[src/verilog/ccrg_pkg.sv]
/*
 * Constants, types and state encodings for the cache-resident engine shell:
 * interrupt vectoring, reset sequencing, halt control and the 32-bit ports.
 * Assumes one processor clock and a core that presents fetch, control-bus
 * and data-side port requests as single-cycle strobes.
 */
// Behaviour
// - External interrupt line is level sensitive; high means request.
// - Sources are programmable timer, fixed timer and external line.
// - Taken interrupt fetches from table base plus a per-type offset.
// - Table starts at F0000000; every entry jumps to trap FFFF3FF8.
// - External line ignored while servicing; still high after exit retakes.
// - Output port written via control bus address 3F1, once per 10 cycles.
// - Input port sample every 4 cycles to cache, 2 to a register.
// - Reset logic accepts external requests and watchdog resets.
// - Core system reset request feeds the reset logic for a full reset.
// - System reset notification output tells outside logic of the reset.
// - Reset starts at FFFFFFFC; hardwired code enables icache, jumps FFFF3FFC.
// - Halt controller holds the processor for JTAG-driven startup.
// - Input port read at 01000000 over the data-side memory read bus.
// - Caches are disabled during the reset sequence.
package ccrg_pkg;

    localparam logic [31:0] VEC_TABLE_BASE = 32'hF000_0000;
    localparam logic [15:0] VEC_TABLE_TAG = 16'hF000;
    localparam logic [31:0] TRAP_ADDR = 32'hFFFF_3FF8;
    localparam logic [31:0] RESET_VECTOR = 32'hFFFF_FFFC;
    localparam logic [31:0] USER_ENTRY = 32'hFFFF_3FFC;
    localparam logic [31:0] IN_PORT_ADDR = 32'h0100_0000;
    localparam logic [9:0] OUT_PORT_DCR = 10'h3F1;

    // Per-type offsets into the vector table
    localparam logic [31:0] VEC_OFS_EXT = 32'h0000_0100;
    localparam logic [31:0] VEC_OFS_PIT = 32'h0000_0200;
    localparam logic [31:0] VEC_OFS_FIT = 32'h0000_0300;

    localparam logic [3:0] OUT_SPACING = 4'hA;
    localparam logic [3:0] IN_SPACING_CACHE = 4'h4;
    localparam logic [3:0] IN_SPACING_REG = 4'h2;
    localparam logic [3:0] SPACING_ONE = 4'h1;
    localparam logic [3:0] SPACING_ZERO = 4'h0;
    localparam logic [4:0] RESET_HOLD_CYCLES = 5'h10;
    localparam logic [4:0] HOLD_ZERO = 5'h00;
    localparam logic [4:0] HOLD_ONE = 5'h01;
    localparam logic [31:0] WORD_ZERO = 32'h0000_0000;

    typedef enum logic [1:0] {
        RS_HOLD = 2'b00,
        RS_HALT = 2'b01,
        RS_RUN = 2'b10
    } ccrg_rst_state_t;

    typedef enum logic [0:0] {
        IQ_IDLE = 1'b0,
        IQ_SERVICE = 1'b1
    } ccrg_irq_state_t;

    typedef enum logic [1:0] {
        CAUSE_NONE = 2'b00,
        CAUSE_EXT = 2'b01,
        CAUSE_PIT = 2'b10,
        CAUSE_FIT = 2'b11
    } ccrg_cause_t;

    // Control-bus write from the core
    typedef struct packed {
        logic strobe;
        logic [9:0] addr;
        logic [31:0] data;
    } ccrg_dcr_req_t;

    // Data-side port read from the core
    typedef struct packed {
        logic strobe;
        logic to_cache;
        logic [31:0] addr;
    } ccrg_rd_req_t;

    // Hardwired instruction answer to a fetch
    typedef struct packed {
        logic valid;
        logic hit;
        logic icache_enable;
        logic [31:0] target;
    } ccrg_fetch_rsp_t;

endpackage : ccrg_pkg

[src/verilog/ccrg_engine_shell.sv]
/*
 * Engine shell around a cache-resident processor core: interrupt
 * recognition and vectoring, reset sequencing with halt control, and the
 * 32-bit output and input ports.
 * Assumes the core drives request strobes synchronous to CORE_CLK_I and
 * signals the end of each service routine with a one-cycle pulse.
 */
`timescale 1ns/1ns
module ccrg_engine_shell
    import ccrg_pkg::*;
(
    // Clock and reset
    input wire logic CORE_CLK_I,
    input wire logic RST_I,
    // User side
    input wire logic EXTERNAL_INTERRUPT_LINE_I,
    input wire logic EXT_RESET_REQ_I,
    input wire logic [31:0] GPIO_IN_I,
    output logic [31:0] GPIO_OUT_O,
    output logic SYSTEM_RESET_NOTIFY_O,
    // Halt controller (JTAG side)
    input wire logic JTAG_HALT_I,
    input wire logic JTAG_UNHALT_I,
    output logic CORE_HALTED_O,
    // Core reset and control
    input wire logic CORE_SYSRESET_REQUEST_I,
    output logic CORE_RESET_O,
    output logic CACHE_DISABLE_O,
    output logic [31:0] CORE_START_PC_O,
    // Interrupt sources and core handshake
    input wire logic PIT_EVENT_I,
    input wire logic FIT_EVENT_I,
    input wire logic CORE_IRQ_ENABLE_I,
    input wire logic CORE_ISR_EXIT_I,
    output logic IRQ_TAKE_O,
    output logic [1:0] IRQ_CAUSE_O,
    output logic [31:0] IRQ_FETCH_ADDR_O,
    // Hardwired instruction fetch
    input wire logic FETCH_REQ_I,
    input wire logic [31:0] FETCH_ADDR_I,
    output ccrg_fetch_rsp_t FETCH_RSP_O,
    // Control-bus output port
    input wire ccrg_dcr_req_t DCR_REQ_I,
    output logic DCR_READY_O,
    output logic DCR_ACK_O,
    // Data-side input port
    input wire ccrg_rd_req_t RD_REQ_I,
    output logic RD_READY_O,
    output logic RD_VALID_O,
    output logic [31:0] RD_DATA_O
);

    ccrg_rst_state_t rst_state_reg;
    ccrg_irq_state_t irq_state_reg;
    logic [4:0] hold_cnt_reg;
    logic halt_reg;
    logic pit_pend_reg;
    logic fit_pend_reg;
    logic take_reg;
    logic [1:0] cause_reg;
    logic [31:0] vec_addr_reg;
    logic [31:0] gpio_out_reg;
    logic [3:0] out_gap_reg;
    logic [3:0] in_gap_reg;
    logic dcr_ack_reg;
    logic rd_valid_reg;
    logic [31:0] rd_data_reg;
    ccrg_fetch_rsp_t fetch_reg;
    logic reset_request;
    logic running;
    logic take_now;
    ccrg_cause_t cause_next;
    logic dcr_accept;
    logic rd_accept;

    function automatic logic [3:0] gap_step(input logic [3:0] gap);
        gap_step = (gap == SPACING_ZERO) ? SPACING_ZERO : gap - SPACING_ONE;
    endfunction : gap_step

    // Reset sources: outside request and core watchdog request
    assign reset_request = EXT_RESET_REQ_I | CORE_SYSRESET_REQUEST_I;
    assign running = (rst_state_reg == RS_RUN);

    // Reset sequencer
    always_ff @(posedge CORE_CLK_I or posedge RST_I)
    begin
        if (RST_I)
        begin
            rst_state_reg <= RS_HOLD;
            hold_cnt_reg <= RESET_HOLD_CYCLES;
        end
        else if (reset_request)
        begin
            rst_state_reg <= RS_HOLD;
            hold_cnt_reg <= RESET_HOLD_CYCLES;
        end
        else
        begin
            case (rst_state_reg)
                RS_HOLD:
                begin
                    if (hold_cnt_reg == HOLD_ONE)
                        rst_state_reg <= halt_reg ? RS_HALT : RS_RUN;
                    hold_cnt_reg <= (hold_cnt_reg == HOLD_ZERO) ? HOLD_ZERO
                                  : hold_cnt_reg - HOLD_ONE;
                end
                RS_HALT:
                begin
                    if (!halt_reg)
                        rst_state_reg <= RS_RUN;
                end
                RS_RUN:
                begin
                    if (halt_reg)
                        rst_state_reg <= RS_HALT;
                end
                default:
                    rst_state_reg <= RS_HOLD;
            endcase
        end
    end

    // Halt controller: halted from power-up until JTAG releases it
    always_ff @(posedge CORE_CLK_I or posedge RST_I)
    begin
        if (RST_I)
            halt_reg <= 1'b1;
        else if (JTAG_HALT_I)
            halt_reg <= 1'b1;
        else if (JTAG_UNHALT_I)
            halt_reg <= 1'b0;
    end

    assign CORE_RESET_O = (rst_state_reg == RS_HOLD);
    assign CACHE_DISABLE_O = (rst_state_reg == RS_HOLD);
    assign CORE_HALTED_O = (rst_state_reg == RS_HALT);
    assign CORE_START_PC_O = RESET_VECTOR;
    assign SYSTEM_RESET_NOTIFY_O = (rst_state_reg == RS_HOLD);

    // Timer events stay pending until taken; a new event wins over the take
    always_ff @(posedge CORE_CLK_I or posedge RST_I)
    begin
        if (RST_I)
        begin
            pit_pend_reg <= 1'b0;
            fit_pend_reg <= 1'b0;
        end
        else if (CORE_RESET_O)
        begin
            pit_pend_reg <= 1'b0;
            fit_pend_reg <= 1'b0;
        end
        else
        begin
            pit_pend_reg <= PIT_EVENT_I
                | (pit_pend_reg & !(take_now && cause_next == CAUSE_PIT));
            fit_pend_reg <= FIT_EVENT_I
                | (fit_pend_reg & !(take_now && cause_next == CAUSE_FIT));
        end
    end

    // Priority: external line, then programmable, then fixed timer
    always_comb
    begin
        if (EXTERNAL_INTERRUPT_LINE_I)
            cause_next = CAUSE_EXT;
        else if (pit_pend_reg)
            cause_next = CAUSE_PIT;
        else if (fit_pend_reg)
            cause_next = CAUSE_FIT;
        else
            cause_next = CAUSE_NONE;
    end

    // Nothing is recognised while a service routine runs
    assign take_now = running && CORE_IRQ_ENABLE_I
        && (irq_state_reg == IQ_IDLE) && (cause_next != CAUSE_NONE);

    // Interrupt service tracking and vectoring
    always_ff @(posedge CORE_CLK_I or posedge RST_I)
    begin
        if (RST_I)
        begin
            irq_state_reg <= IQ_IDLE;
            take_reg <= 1'b0;
            cause_reg <= CAUSE_NONE;
            vec_addr_reg <= WORD_ZERO;
        end
        else if (CORE_RESET_O)
        begin
            irq_state_reg <= IQ_IDLE;
            take_reg <= 1'b0;
            cause_reg <= CAUSE_NONE;
            vec_addr_reg <= WORD_ZERO;
        end
        else
        begin
            take_reg <= take_now;
            case (irq_state_reg)
                IQ_IDLE:
                begin
                    if (take_now)
                    begin
                        irq_state_reg <= IQ_SERVICE;
                        cause_reg <= cause_next;
                        case (cause_next)
                            CAUSE_EXT:
                                vec_addr_reg <= VEC_TABLE_BASE + VEC_OFS_EXT;
                            CAUSE_PIT:
                                vec_addr_reg <= VEC_TABLE_BASE + VEC_OFS_PIT;
                            CAUSE_FIT:
                                vec_addr_reg <= VEC_TABLE_BASE + VEC_OFS_FIT;
                            default:
                                vec_addr_reg <= VEC_TABLE_BASE;
                        endcase
                    end
                end
                IQ_SERVICE:
                begin
                    if (CORE_ISR_EXIT_I)
                        irq_state_reg <= IQ_IDLE;
                end
                default:
                    irq_state_reg <= IQ_IDLE;
            endcase
        end
    end

    assign IRQ_TAKE_O = take_reg;
    assign IRQ_CAUSE_O = cause_reg;
    assign IRQ_FETCH_ADDR_O = vec_addr_reg;

    // Hardwired instructions on the reset vector and the vector table
    always_ff @(posedge CORE_CLK_I or posedge RST_I)
    begin
        if (RST_I)
            fetch_reg <= '0;
        else
        begin
            fetch_reg.valid <= FETCH_REQ_I;
            fetch_reg.hit <= 1'b0;
            fetch_reg.icache_enable <= 1'b0;
            fetch_reg.target <= WORD_ZERO;
            if (FETCH_REQ_I && FETCH_ADDR_I == RESET_VECTOR)
            begin
                fetch_reg.hit <= 1'b1;
                fetch_reg.icache_enable <= 1'b1;
                fetch_reg.target <= USER_ENTRY;
            end
            else if (FETCH_REQ_I && FETCH_ADDR_I[31:16] == VEC_TABLE_TAG)
            begin
                fetch_reg.hit <= 1'b1;
                fetch_reg.target <= TRAP_ADDR;
            end
        end
    end

    assign FETCH_RSP_O = fetch_reg;

    // Output port: control-bus write, spaced by the output interval
    assign DCR_READY_O = (out_gap_reg == SPACING_ZERO);
    assign dcr_accept = DCR_REQ_I.strobe && DCR_READY_O;

    always_ff @(posedge CORE_CLK_I or posedge RST_I)
    begin
        if (RST_I)
        begin
            gpio_out_reg <= WORD_ZERO;
            out_gap_reg <= SPACING_ZERO;
            dcr_ack_reg <= 1'b0;
        end
        else
        begin
            dcr_ack_reg <= dcr_accept;
            if (dcr_accept)
                out_gap_reg <= OUT_SPACING - SPACING_ONE;
            else
                out_gap_reg <= gap_step(out_gap_reg);
            if (dcr_accept && DCR_REQ_I.addr == OUT_PORT_DCR)
                gpio_out_reg <= DCR_REQ_I.data;
        end
    end

    assign GPIO_OUT_O = gpio_out_reg;
    assign DCR_ACK_O = dcr_ack_reg;

    // Input port: data-side read, spacing by destination of the value
    assign RD_READY_O = (in_gap_reg == SPACING_ZERO);
    assign rd_accept = RD_REQ_I.strobe && RD_READY_O;

    always_ff @(posedge CORE_CLK_I or posedge RST_I)
    begin
        if (RST_I)
        begin
            in_gap_reg <= SPACING_ZERO;
            rd_valid_reg <= 1'b0;
            rd_data_reg <= WORD_ZERO;
        end
        else
        begin
            rd_valid_reg <= rd_accept;
            if (rd_accept)
                in_gap_reg <= (RD_REQ_I.to_cache ? IN_SPACING_CACHE
                               : IN_SPACING_REG) - SPACING_ONE;
            else
                in_gap_reg <= gap_step(in_gap_reg);
            if (rd_accept)
                rd_data_reg <= (RD_REQ_I.addr == IN_PORT_ADDR) ? GPIO_IN_I
                               : WORD_ZERO;
        end
    end

    assign RD_VALID_O = rd_valid_reg;
    assign RD_DATA_O = rd_data_reg;

endmodule : ccrg_engine_shell

[config.mk]
export PLATFORM = sky130hd
export DESIGN_NAME = ccrg_engine_shell
export DESIGN_NICKNAME = d
export VERILOG_FILES = /design/src/verilog/ccrg_pkg.sv /design/src/verilog/ccrg_engine_shell.sv
export SDC_FILE = /design/constraint.sdc
export NUM_CORES = 1
export LEC_CHECK = 0
export BUFFER_PORTS_ARGS = -buffer_cell sky130_fd_sc_hd__buf_2
export CAP_MARGIN = 10
export CORE_AREA = 2 2 125 127
export DETAILED_ROUTE_END_ITERATION = 16
export DIE_AREA = 0 0 127 129
export PLACE_DENSITY_LB_ADDON = 0.25
export SYNTH_ARGS = -nofsm -noshare
export SYNTH_HDL_FRONTEND = slang
export SYNTH_SLANG_ARGS = --single-unit
export TNS_END_PERCENT = 50
[constraint.sdc]
create_clock -name CORE_CLK_I -period 3.42 [get_ports CORE_CLK_I]
set_input_delay 0.171 -clock CORE_CLK_I [delete_from_list [all_inputs] [get_ports CORE_CLK_I]]
set_output_delay 0.171 -clock CORE_CLK_I [all_outputs]
set_load 0.1 [all_outputs]
# Word level (Yosys, flattened, before mapping)
# Index checks and enable logic that the tools add are counted.
dict set report word_totals {
  reg_bits 155
  latch_bits 0
  mem_bits_rw 0
  rom_bits 0
  inputBits 153
  out_inout_bits 174
  word_cells 104
  mem_count 0
}
dict set report classes {
  add_sub_neg 4
  multipliers 0
  n_div 0
  magnitude_cmp 0
  eq_ne 14
  shifts 0
  muxes 39
  bitwise 6
  n_reduce_logical 22
}
# cell n
set op_table {}
lappend op_table {{two-way mux 32 bit} 6}
lappend op_table {{== test 32 x 25 -> 1 bit, second input constant} 1}
lappend op_table {{== test 32 bit, second input constant} 1}
lappend op_table {{one-hot mux 10 bit (3 select lines)} 1}
lappend op_table {{two-way mux 2 bit} 11}
lappend op_table {{== test 16 bit, second input constant} 1}
lappend op_table {{two-way mux 4 bit} 4}
lappend op_table {{two-way mux 5 bit} 3}
lappend op_table {{two-way mux 1 bit} 11}
lappend op_table {{== test 10 bit, second input constant} 1}
lappend op_table {{logical AND 1 bit} 10}
lappend op_table {{zero test 4 bit} 2}
lappend op_table {{nonzero test 2 bit} 4}
lappend op_table {{subtractor 4 x 1 -> 4 bit, second input constant} 2}
lappend op_table {{== test 2 bit, second input constant} 3}
lappend op_table {{one-hot mux 2 bit (3 select lines)} 1}
lappend op_table {{== test 5 x 1 -> 1 bit, second input constant} 1}
lappend op_table {{zero test 5 bit} 1}
lappend op_table {{subtractor 5 x 1 -> 5 bit, second input constant} 1}
lappend op_table {{== test 2 x 1 -> 1 bit, second input constant} 2}
lappend op_table {{subtractor 3 x 1 -> 4 bit, second input constant} 1}
lappend op_table {{two-way mux 3 bit} 1}
lappend op_table {{inequality test 3 x 1 -> 1 bit, second input constant} 1}
lappend op_table {{inequality test 3 x 2 -> 1 bit, second input constant} 1}
lappend op_table {{10 further kinds} 14}

# Longest topological paths before layout
# Gate-level depths: netlist of run 1.
dict set report depth {
  ltp_word 10
  depth_mapped 7
  depth_no_buf 6
}

# Worst setup path before layout of run 1
# No wires, ideal clock.
dict set report synth_path {
  path_type {register to register}
  start {reg out_gap_reg[0]}
  end {reg gpio_out_reg[12] (netlist: GPIO_OUT_O[12])}
  setup_ns 0.125
  arrival_time_ns 2.523
  required_ns 3.295
  path_slack_ns 0.771
  path_stages_with_launch 8
  n_path_buf 1
  period_less_slack_ns 2.649
  path_cell_list {dfrtp_1 > inv_1 > ha_1 > nor3b_4 > nand2_1 > nor2_4 > buf_6 > mux2_2}
}
dict set report synth_via {
  elab_chain_cells 3
}
# element line_no
set synth_rtl {}
lappend synth_rtl {{start: declaration} ccrg_engine_shell.sv:63} ;# logic [3:0] out_gap_reg;
lappend synth_rtl {{start signal: assignment} ccrg_engine_shell.sv:276} ;# out_gap_reg <= OUT_SPACING - SPACING_ONE;
lappend synth_rtl {{start signal: assignment} ccrg_engine_shell.sv:278} ;# out_gap_reg <= gap_step(out_gap_reg);
lappend synth_rtl {{zero test 4 bit} ccrg_engine_shell.sv:261} ;# assign DCR_READY_O = (out_gap_reg == SPACING_ZERO);
lappend synth_rtl {{via DCR_READY_O} ccrg_engine_shell.sv:44} ;# output logic DCR_READY_O,
lappend synth_rtl {{logical AND 1 bit} ccrg_engine_shell.sv:262} ;# assign dcr_accept = DCR_REQ_I.strobe && DCR_READY_O;
lappend synth_rtl {{logical AND 1 bit} ccrg_engine_shell.sv:279} ;# if (dcr_accept && DCR_REQ_I.addr == OUT_PORT_DCR)
lappend synth_rtl {{end signal: assignment} ccrg_engine_shell.sv:280} ;# gpio_out_reg <= DCR_REQ_I.data;
lappend synth_rtl {{end: declaration} ccrg_engine_shell.sv:62} ;# logic [31:0] gpio_out_reg;
# The timed path passes the listed nets, and every way through them passes these cells.
# A chain may end at the register's enable or synchronous reset.

# Worst setup path after layout of run 1
dict set report layout_path {
  start {reg out_gap_reg[1]}
  end {reg gpio_out_reg[16] (netlist: GPIO_OUT_O[16])}
}
dict set report layout_via {
  elab_chain_cells 3
}
# element line_no
set layout_rtl {}
lappend layout_rtl {{zero test 4 bit} ccrg_engine_shell.sv:261}
lappend layout_rtl {{logical AND 1 bit} ccrg_engine_shell.sv:262}
lappend layout_rtl {{logical AND 1 bit} ccrg_engine_shell.sv:279}
# Every way passes these cells.

==> results of run 1 <==
## per-layer routing
| layer | global-route usage, % | wire (µm) | up-vias |
|---|---|---|---|
| li1 | - | - | 1820 |
| met5 | 0 | 0 | - |
| met4 | 6.46 | 258 | 0 |
| met2 | 24.3 | 5960 | 197 |
| met1 | 16.6 | 4770 | 1796 |
| met3 | 3.41 | 892 | 20 |
## tightest hold or removal path, stage by stage
cell and delay (ps):
buf_2 100, nand2_1 50, o21ai_1 50
## cell usage after synthesis (all sizes together), types with 6 or more instances
| library cell | n | area [µm²] |
|---|---|---|
| buf | 104 | 786 |
| dfrtp | 91 | 2280 |
| nand2 | 77 | 292 |
| o21ai | 38 | 190 |
| mux2 | 32 | 360 |
| inv | 12 | 45.1 |
| nor4 | 12 | 90.1 |
| a21oi | 10 | 50.1 |
| nand4 | 9 | 56.3 |
| nor2 | 9 | 41.3 |
| clkbuf | 6 | 26.3 |
## stage by stage
| step | utilization [%] | power (mW) | instance area, µm² | setup slack (ps) |
|---|---|---|---|---|
| final | 39.7 | 3.08 | 5950 | 1040 |
| after global routing | 39.7 | 3.24 | 5950 | 832 |
| after CTS | 39.7 | 3.13 | 5950 | 1030 |
| after detailed placement | 37.6 | 2.13 | 5640 | 1040 |
| after global placement | 37.6 | 2.11 | 5640 | 1150 |
| after floorplan | - | 1.98 | 4870 | 771 |
## cell usage in the layout, fill, tap and decap left out, types with 2 or more instances in the layout
cell	instances
mux2_2	31
o31ai_1	2
o31a_1	2
inv_8	2
inv_2	2
dlygate4sd3_1	2
ha_1	5
or3_1	4
dfstp_2	2
o21ai_1	5
dfrtp_1	91
nor2_1	8
nand3_1	2
a21o_1	3
nand2_1	76
a22oi_1	2
buf_2	264
conb_1	62
nand4_1	9
nor3_1	5
clkbuf_16	9
inv_1	9
a21oi_1	10
buf_4	2
or2_2	2
o21ai_0	33
nor4_1	11
## worst min-delay path by stage
stage	end	start	slack, ps	cells past startpoint
floorplan	FETCH_RSP_O[34]$_DFF_PP0_	FETCH_REQ_I	200	0
global placement	FETCH_RSP_O[34]$_DFF_PP0_	FETCH_REQ_I	300	1
detailed placement	FETCH_RSP_O[34]$_DFF_PP0_	FETCH_REQ_I	300	1
CTS	GPIO_OUT_O[17]$_DFFE_PP0P_	DCR_REQ_I[17]	30	2
global route	GPIO_OUT_O[17]$_DFFE_PP0P_	DCR_REQ_I[17]	40	2
finish	RD_DATA_O[24]$_DFFE_PP0P_	GPIO_IN_I[24]	50	3
## power by group through the flow
stage | logic (mW) | registers [mW] | clock network (mW)
3_3_place_gp | 0.880 | 1.23 | 0
3_5_place_dp | 0.896 | 1.23 | 0
5_1_grt | 0.953 | 1.22 | 1.06
6_report | 0.889 | 1.21 | 0.979
2_1_floorplan | 0.699 | 1.28 | 0
4_1_cts | 0.899 | 1.21 | 1.02
## layout make-up
class	instances	area share, %
sequential	93	39.2
multi-input combinational	295	28.3
timing repair buffer	268	22.8
tap	188	3.95
clock buffer	9	3.79
clock inverter	7	1.16
inverter	12	0.799
## logic make-up (layout without fill, tap and decap cells)
| family | after synthesis | after routing | share of synthesized area [%] |
|---|---|---|---|
| buf+inv | 122 | 296 | 18.4 |
| compound gates | 61 | 61 | 7.43 |
| simple gates | 134 | 134 | 14.6 |
| other cells | 2 | 62 | 0.162 |
| mux | 32 | 32 | 7.75 |
| xor+xnor | 1 | 1 | 0.188 |
| fa+ha+maj | 5 | 5 | 1.35 |
| flops | 93 | 93 | 50.1 |
## repair_timing
item | CTS | global route
endpoints found under the hold margin | 2 | 0
setup endpoints to repair | 0 | 0
hold buffers | 2 | 0
==> run summary, run 1 <==
The logs give 3650 ps for the required time reported for the critical path endpoint and 31.8% for the clock group share of total power. The run gives 0 as the antenna cell count. For the internal power, the log shows 1.85 mW. In this run, synthesis inferred 0 flip-flops with an integrated enable. The first global-routing pass estimated 18100 µm of wire.

The master of the slowest instance on the critical path was nor2_4. The number of port buffers was 264. The routed design could run at a clock period as short as 2380 ps. The count of antenna-violating nets left after detailed routing is 0. The net count of the finished layout is 837.

For the worst setup path, the data arrival time is 2610 ps. The buffers plus inverters on the worst setup path is 1, and the overall overflow remaining after global route is 0. The final worst hold slack came out at 48.4 ps. Clock tree synthesis found a total of 93 sinks.

The logs give 51 for the distinct cell type count after synthesis and 421 MHz for the maximum achievable frequency. Global routing used 14.0% of the available tracks. The tools report the number of global-route vias before repair as 3660. Setup repair after global routing left no endpoint under its margin. The logs give 0.0150 mm² for the standard cell core area and 0.00169 mm² for the footprint of the multi-input gates. Once placement completed, the tool counted placed cells totaling 854. In this run the worst hold path is classified as in -> reg.

The tool flagged a number of max-cap violations equal to 0. The run gives 0 as the initial antenna violation count. The clock tree skew after final layout came out at 8.68 ps. The run gives 0 as the final number of hold-violating endpoints. The critical path ends at GPIO_OUT_O[16]$_DFFE_PP0P_. The synthesized design contains 93 register bits.

For the count of final setup violators, the log shows 0. The filler cells instantiated in the layout total 1513. The H-tree was split into 3 levels. Number of DRC violations after detailed routing: 0.

Prevailing post-synth register cell: dfrtp_1. After layout, the worst path uses 69.5% of the clock period. Dividing the detail-routed wire length by the instance count gives 13.6 µm. Of the total power, the share spent switching nets is 40.1%.

The critical path startpoint category is a flip-flop. For the total area of sequential cells, the log shows 0.00233 mm². The run finished with clean final reports.

The startpoint identified for the worst register-to-register timing path is out_gap_reg[1]$_DFF_PP0_. The die covers 0.0164 mm². The critical path's largest stage delay works out to 690 ps.

Traced cell by cell, the critical path runs through inv_1, ha_1, nor3b_4, nand2_1, nor2_4, mux2_2. Relative to the synthesized area, the layout overhead comes to 28.0%. Combinational logic is responsible for 28.8% of the overall power.

In this design, the largest share of critical-path delay is due to simple AND/OR/NAND/NOR gates. Counting cells, the worst reg-to-reg path comes to 6. The run gives 1.23 mW as the net switching power of the design.

The maximum fanout along the worst path was 32; the TritonCTS buffer count was 9. The post-synthesis instance area was 0.00465 mm². The length of the first detailed-routing pass in iterations came out at 6. TritonCTS built the clock tree. The tools report the clock latency on the worst-skew pair as 350 ps.

Root buffer cell: clkbuf_16. The number of instances in the synthesized netlist was 450; the post-cts repair resize count was 0. The worst setup path is captured at a flip-flop. The fraction of layout cells with a size suffix above 1 is 47.7%, and the number of core rows is 45. Worst setup path category: reg -> reg.

In this run the static leakage power is 3.42 nW. After synthesis, flip-flops and latches occupy 50.1% of the total area. Detailed placement ended at an HPWL of 9200 µm. The headroom to the max-slew limit is 31.4%, and the total number of vias is 3833. In this run, the number of DRC markers left after iteration 0 of detailed routing was 144. The logs give 31.0% for the initial core utilization and 0.217 mV for the maximum VDD drop.

The per-cell via count in the routed design is 4.40. The clock passes through at most 2 buffers. The accumulated negative setup slack was 0 ps. The tools report the filler-free cell count of the finished design as 872. The pin count of the biggest net entering global routing was 84; the floorplan die height was 129 µm. The final-report max-slew violation count was 0. The power density of the placed cells came out at 518 mW/mm².

The slew at the pin with the worst max-slew slack was 1030 ps. Counting buffers and inverters, the worst setup path is 6 cells deep. In the synthesized netlist the async set-or-reset flop fraction comes to 100%. Averaged over all synthesized cells, the footprint is 10.3 µm². The share of total power dissipated in sequential elements is 39.4%. For flop-to-flop paths, the worst setup slack is 1040 ps. The die is 127 µm wide. The final weighted congestion of routability-driven global placement is 0.762. Clock-pin slew was measured on the worst setup and hold paths at 70 ps. In this run the count of I/O pins placed on the die edge is 327. The Yosys step of the flow raised 0 warnings. The worst register-to-register path ends at GPIO_OUT_O[16]$_DFFE_PP0P_. The number of setup buffers added after CTS came out at 0. The final wirelength came out at 11900 µm. The critical path starts at out_gap_reg[1]$_DFF_PP0_.
Power figures use the tool's default switching activity.
==> run 2: changes to the inputs <==
--- a/config.mk
+++ b/config.mk
@@ -7,9 +7,9 @@
 export LEC_CHECK = 0
 export BUFFER_PORTS_ARGS = -buffer_cell sky130_fd_sc_hd__buf_2
 export CAP_MARGIN = 10
-export CORE_AREA = 2 2 125 127
+export CORE_AREA = 2 2 128 130
 export DETAILED_ROUTE_END_ITERATION = 16
-export DIE_AREA = 0 0 127 129
+export DIE_AREA = 0 0 130 132
 export PLACE_DENSITY_LB_ADDON = 0.25
 export SYNTH_ARGS = -nofsm -noshare
 export SYNTH_HDL_FRONTEND = slang
==> constraint.sdc (replaced) <==
create_clock -name CORE_CLK_I -period 2 [get_ports CORE_CLK_I]
set_input_delay 0.1 -clock CORE_CLK_I [delete_from_list [all_inputs] [get_ports CORE_CLK_I]]
set_output_delay 0.1 -clock CORE_CLK_I [all_outputs]
set_load 0.1 [all_outputs]
==> run summary, run 2 (synthesis gave the netlist of run 1 again) <==
The total number of vias came out at 4078 (was 3833). The tools report the beginning of the critical path as out_gap_reg[0]$_DFF_PP0_ (was out_gap_reg[1]$_DFF_PP0_). The count of cells along the worst register-to-register path is 7 (was 6), and the count of final setup violators is 0 (unchanged).

Static timing analysis puts the maximum clock frequency at 521 MHz. The accumulated negative setup slack came out at 0 ps (unchanged). The critical path startpoint category is a flip-flop (unchanged). The tools report the required time reported for the critical path endpoint as 1900 ps (was 3650 ps).

For the total of max-cap violations, the log shows 0 (unchanged). Standard cell area after detailed placement: 0.00574 mm² (was 0.00564 mm²). Register clock-pin slew on the reported worst setup and hold paths: 70 ps (about the same). The run gives 14.1% (was 14.0%) as the global router's overall resource usage. The number of DRC violations after detailed routing was 0 (unchanged); the per-cell via count in the routed design was 4.22 (was 4.40).

The post-route standard cell area excluding fillers is 0.00668 mm² (was 0.00595 mm²). The root buffer cell was clkbuf_16 (unchanged). The TritonCTS buffer count was 9 (unchanged); the number of core rows was 46 (was 45). The count of fill cells added during filler insertion came out at 1566 (was 1513). The switching power share of the total was 37.9% (was 40.1%).

The tools report the endpoint of the worst setup timing path as DCR_READY_O (was GPIO_OUT_O[16]$_DFFE_PP0P_). For the violation count after the first detailed-routing iteration, the log shows 130 (was 144). Length of the first detailed-routing pass in iterations: 4 (was 6). The smallest clock period supported by the final layout is computed as 1920 ps.

The logs give 1820 ps (was 2610 ps) for the arrival time at the worst endpoint and 0 (unchanged) for the final-report max-slew violation count. Total area of sequential cells: 0.00233 mm² (unchanged). The run gives 0 (unchanged) as the final number of hold-violating endpoints. The clock group share of total power was 31.8% (about the same); the maximum fanout along the worst path was 4 (was 32). The antenna cell count came out at 0 (unchanged). The floorplan die height is 132 µm (was 129 µm), and the slew at the pin with the worst max-slew slack is 537 ps (was 1030 ps).

The post-route fraction of the period consumed by the critical path was 95.9%. The worst setup path category was reg -> out (was reg -> reg). The fraction of layout cells with a size suffix above 1 was 44.0% (was 47.7%).

The path category of the worst min-delay check is in -> reg (unchanged). The logs give 12500 µm (was 11900 µm) for the final wirelength and 180 ps (was 1040 ps) for the slack of the worst reg-to-reg path. Setup repair after global routing left no endpoint under its margin. The per-cell routed wire length is 12.9 µm (was 13.6 µm). The run finished with clean final reports. The number of port buffers was 264 (unchanged); the maximum VDD drop was 0.448 mV (was 0.217 mV). Most frequent cells in the layout: buf_2 (264), dfrtp_1 (91), nand2_1 (75), dlygate4sd3_1 (65), conb_1 (62) (was buf_2 (264), dfrtp_1 (91), nand2_1 (76), conb_1 (62), o21ai_0 (33)). The tools report the floorplan die area as 0.0172 mm² (was 0.0164 mm²).

For the headroom to the max-slew limit, the log shows 64.2% (was 31.4%). The tools report the endpoint class of the critical path as an output port (was a flip-flop). The utilization after layout is 42.5% (was 39.7%). The die width was 130 µm (was 127 µm). TritonCTS built the clock tree.

The final worst hold slack is 14.0 ps (was 48.4 ps). Count of antenna-violating nets left after detailed routing: 0 (unchanged). The master of the slowest instance on the critical path was buf_2 (was nor2_4). The area growth from synthesis to final layout is 43.8% (was 28.0%). The run gives 29.6% (was 31.0%) as the initial core utilization. The CTS H-tree depth was 3 (unchanged).

The number of top-level pins was 327 (unchanged). Power density of the placed cells: 811 mW/mm² (was 518 mW/mm²). The logs give 0 (unchanged) for the number of setup buffers added after CTS and 0 (unchanged) for the overall overflow remaining after global route.

For the post-cts repair resize count, the log shows 0 (unchanged). The worst reg2reg path startpoint was out_gap_reg[0]$_DFF_PP0_ (was out_gap_reg[1]$_DFF_PP0_). For the footprint of the multi-input gates, the log shows 0.00169 mm² (about the same). The total clock sinks came out at 93 (unchanged). The HPWL after detailed placement was 9190 µm (was 9200 µm). The logs give 3.70 nW (was 3.42 nW) for the leakage power figure and 94 (was 84) for the pin count of the biggest net entering global routing. The destination of the worst register-to-register timing path is GPIO_OUT_O[15]$_DFFE_PP0P_ (was GPIO_OUT_O[16]$_DFFE_PP0P_). Worst hold path depth: 3 (unchanged). The run gives 350 ps (about the same) as the clock latency on the worst-skew pair.

The final weighted congestion of routability-driven global placement was 0.756 (was 0.762); the clock tree skew after final layout was 6.14 ps (was 8.68 ps). For the number of global-route vias before repair, the log shows 3999 (was 3660). The critical path's largest stage delay is 420 ps (was 690 ps), and the maximum count of clock buffers along a single path is 2 (unchanged). The total power was 5.42 mW (was 3.08 mW); the logic gate share of total power was 30.0% (was 28.8%). The net switching power of the design came out at 2.05 mW (was 1.23 mW).

Critical-path cell list: inv_1, ha_2, nor3b_4, buf_4, buf_2 (was inv_1, ha_1, nor3b_4, nand2_1, nor2_4, mux2_2). The final layout net count was 904 (was 837); the standard cell core area was 0.0157 mm² (was 0.0150 mm²). The hold buffer count at cts came out at 65 (was 2). The logs give 19100 µm (was 18100 µm) for the wire length of the first global-routing pass and 3.37 mW (was 1.85 mW) for the internal power. The commonest non-fill, non-tap cell in the layout was buf_2 (unchanged). The initial antenna violation count came out at 0 (unchanged). The tools report the part of the power in registers as 38.1% (was 39.4%).
-- run 2: cell count changes in the layout (fill, tap and decap cells not counted), sizes merged --
cell         change
inv              -3
clkinvlp         +1
bufinv           +1
clkbuf           +1
buf              +4
clkinv           -1
dlygate4sd3     +63
-- run 2: power groups by stage --
stage                     logic [mW]  registers, mW  clock network [mW]
final                           1.63           2.07                1.73
after global routing            1.75           2.08                1.87
after CTS                       1.64           2.07                1.80
after detailed placement        1.53           2.10                   0
after global placement          1.52           2.10                   0
after floorplan                 1.20           2.20                   0
-- run 2: final cells by class --
type / instances / share of cell area (%)
Tap cell: 216 / 4.04
Clock buffer: 10 / 3.43
Multi-Input combinational cell: 295 / 25.3
Inverter: 12 / 0.730
Sequential cell: 93 / 34.9
Timing Repair Buffer: 335 / 30.7
Clock inverter: 5 / 0.899
-- run 2: how the worst min path moves through the flow --
stage	endpoint	start
5_1_grt	halt_reg$_DFFE_PP1P_	JTAG_UNHALT_I
4_1_cts	RD_DATA_O[29]$_DFFE_PP0P_	GPIO_IN_I[29]
3_5_place_dp	FETCH_RSP_O[34]$_DFF_PP0_	FETCH_REQ_I
2_1_floorplan	FETCH_RSP_O[34]$_DFF_PP0_	FETCH_REQ_I
3_3_place_gp	FETCH_RSP_O[34]$_DFF_PP0_	FETCH_REQ_I
6_report	halt_reg$_DFFE_PP1P_	JTAG_UNHALT_I
-- run 2: metal layers --
layer | up-vias | wire [µm] | GRT usage (%) | share of wire, %
met1 | 1897 | 4770 | 15.3 | 38
met3 | 16 | 1020 | 3.73 | 8.2
li1 | 1954 | - | - | -
met2 | 211 | 6460 | 25.5 | 52
met5 | - | 0 | 0 | 0
met4 | 0 | 251 | 6.45 | 2.0
-- run 2: metrics by stage --
stage | cells | setup slack (ps)
floorplan | 510 | -542
global placement | 886 | 228
detailed placement | 886 | 173
CTS | 966 | 44.2
global route | 966 | 12.3
finish | 966 | 81.5
-- run 2: critical path, delay by kind of cell (launching register included) --
family        cells  cell delay [ps]
fa+ha+maj         1              190
buf+inv           3              660
flops             1              400
simple gates      1              200
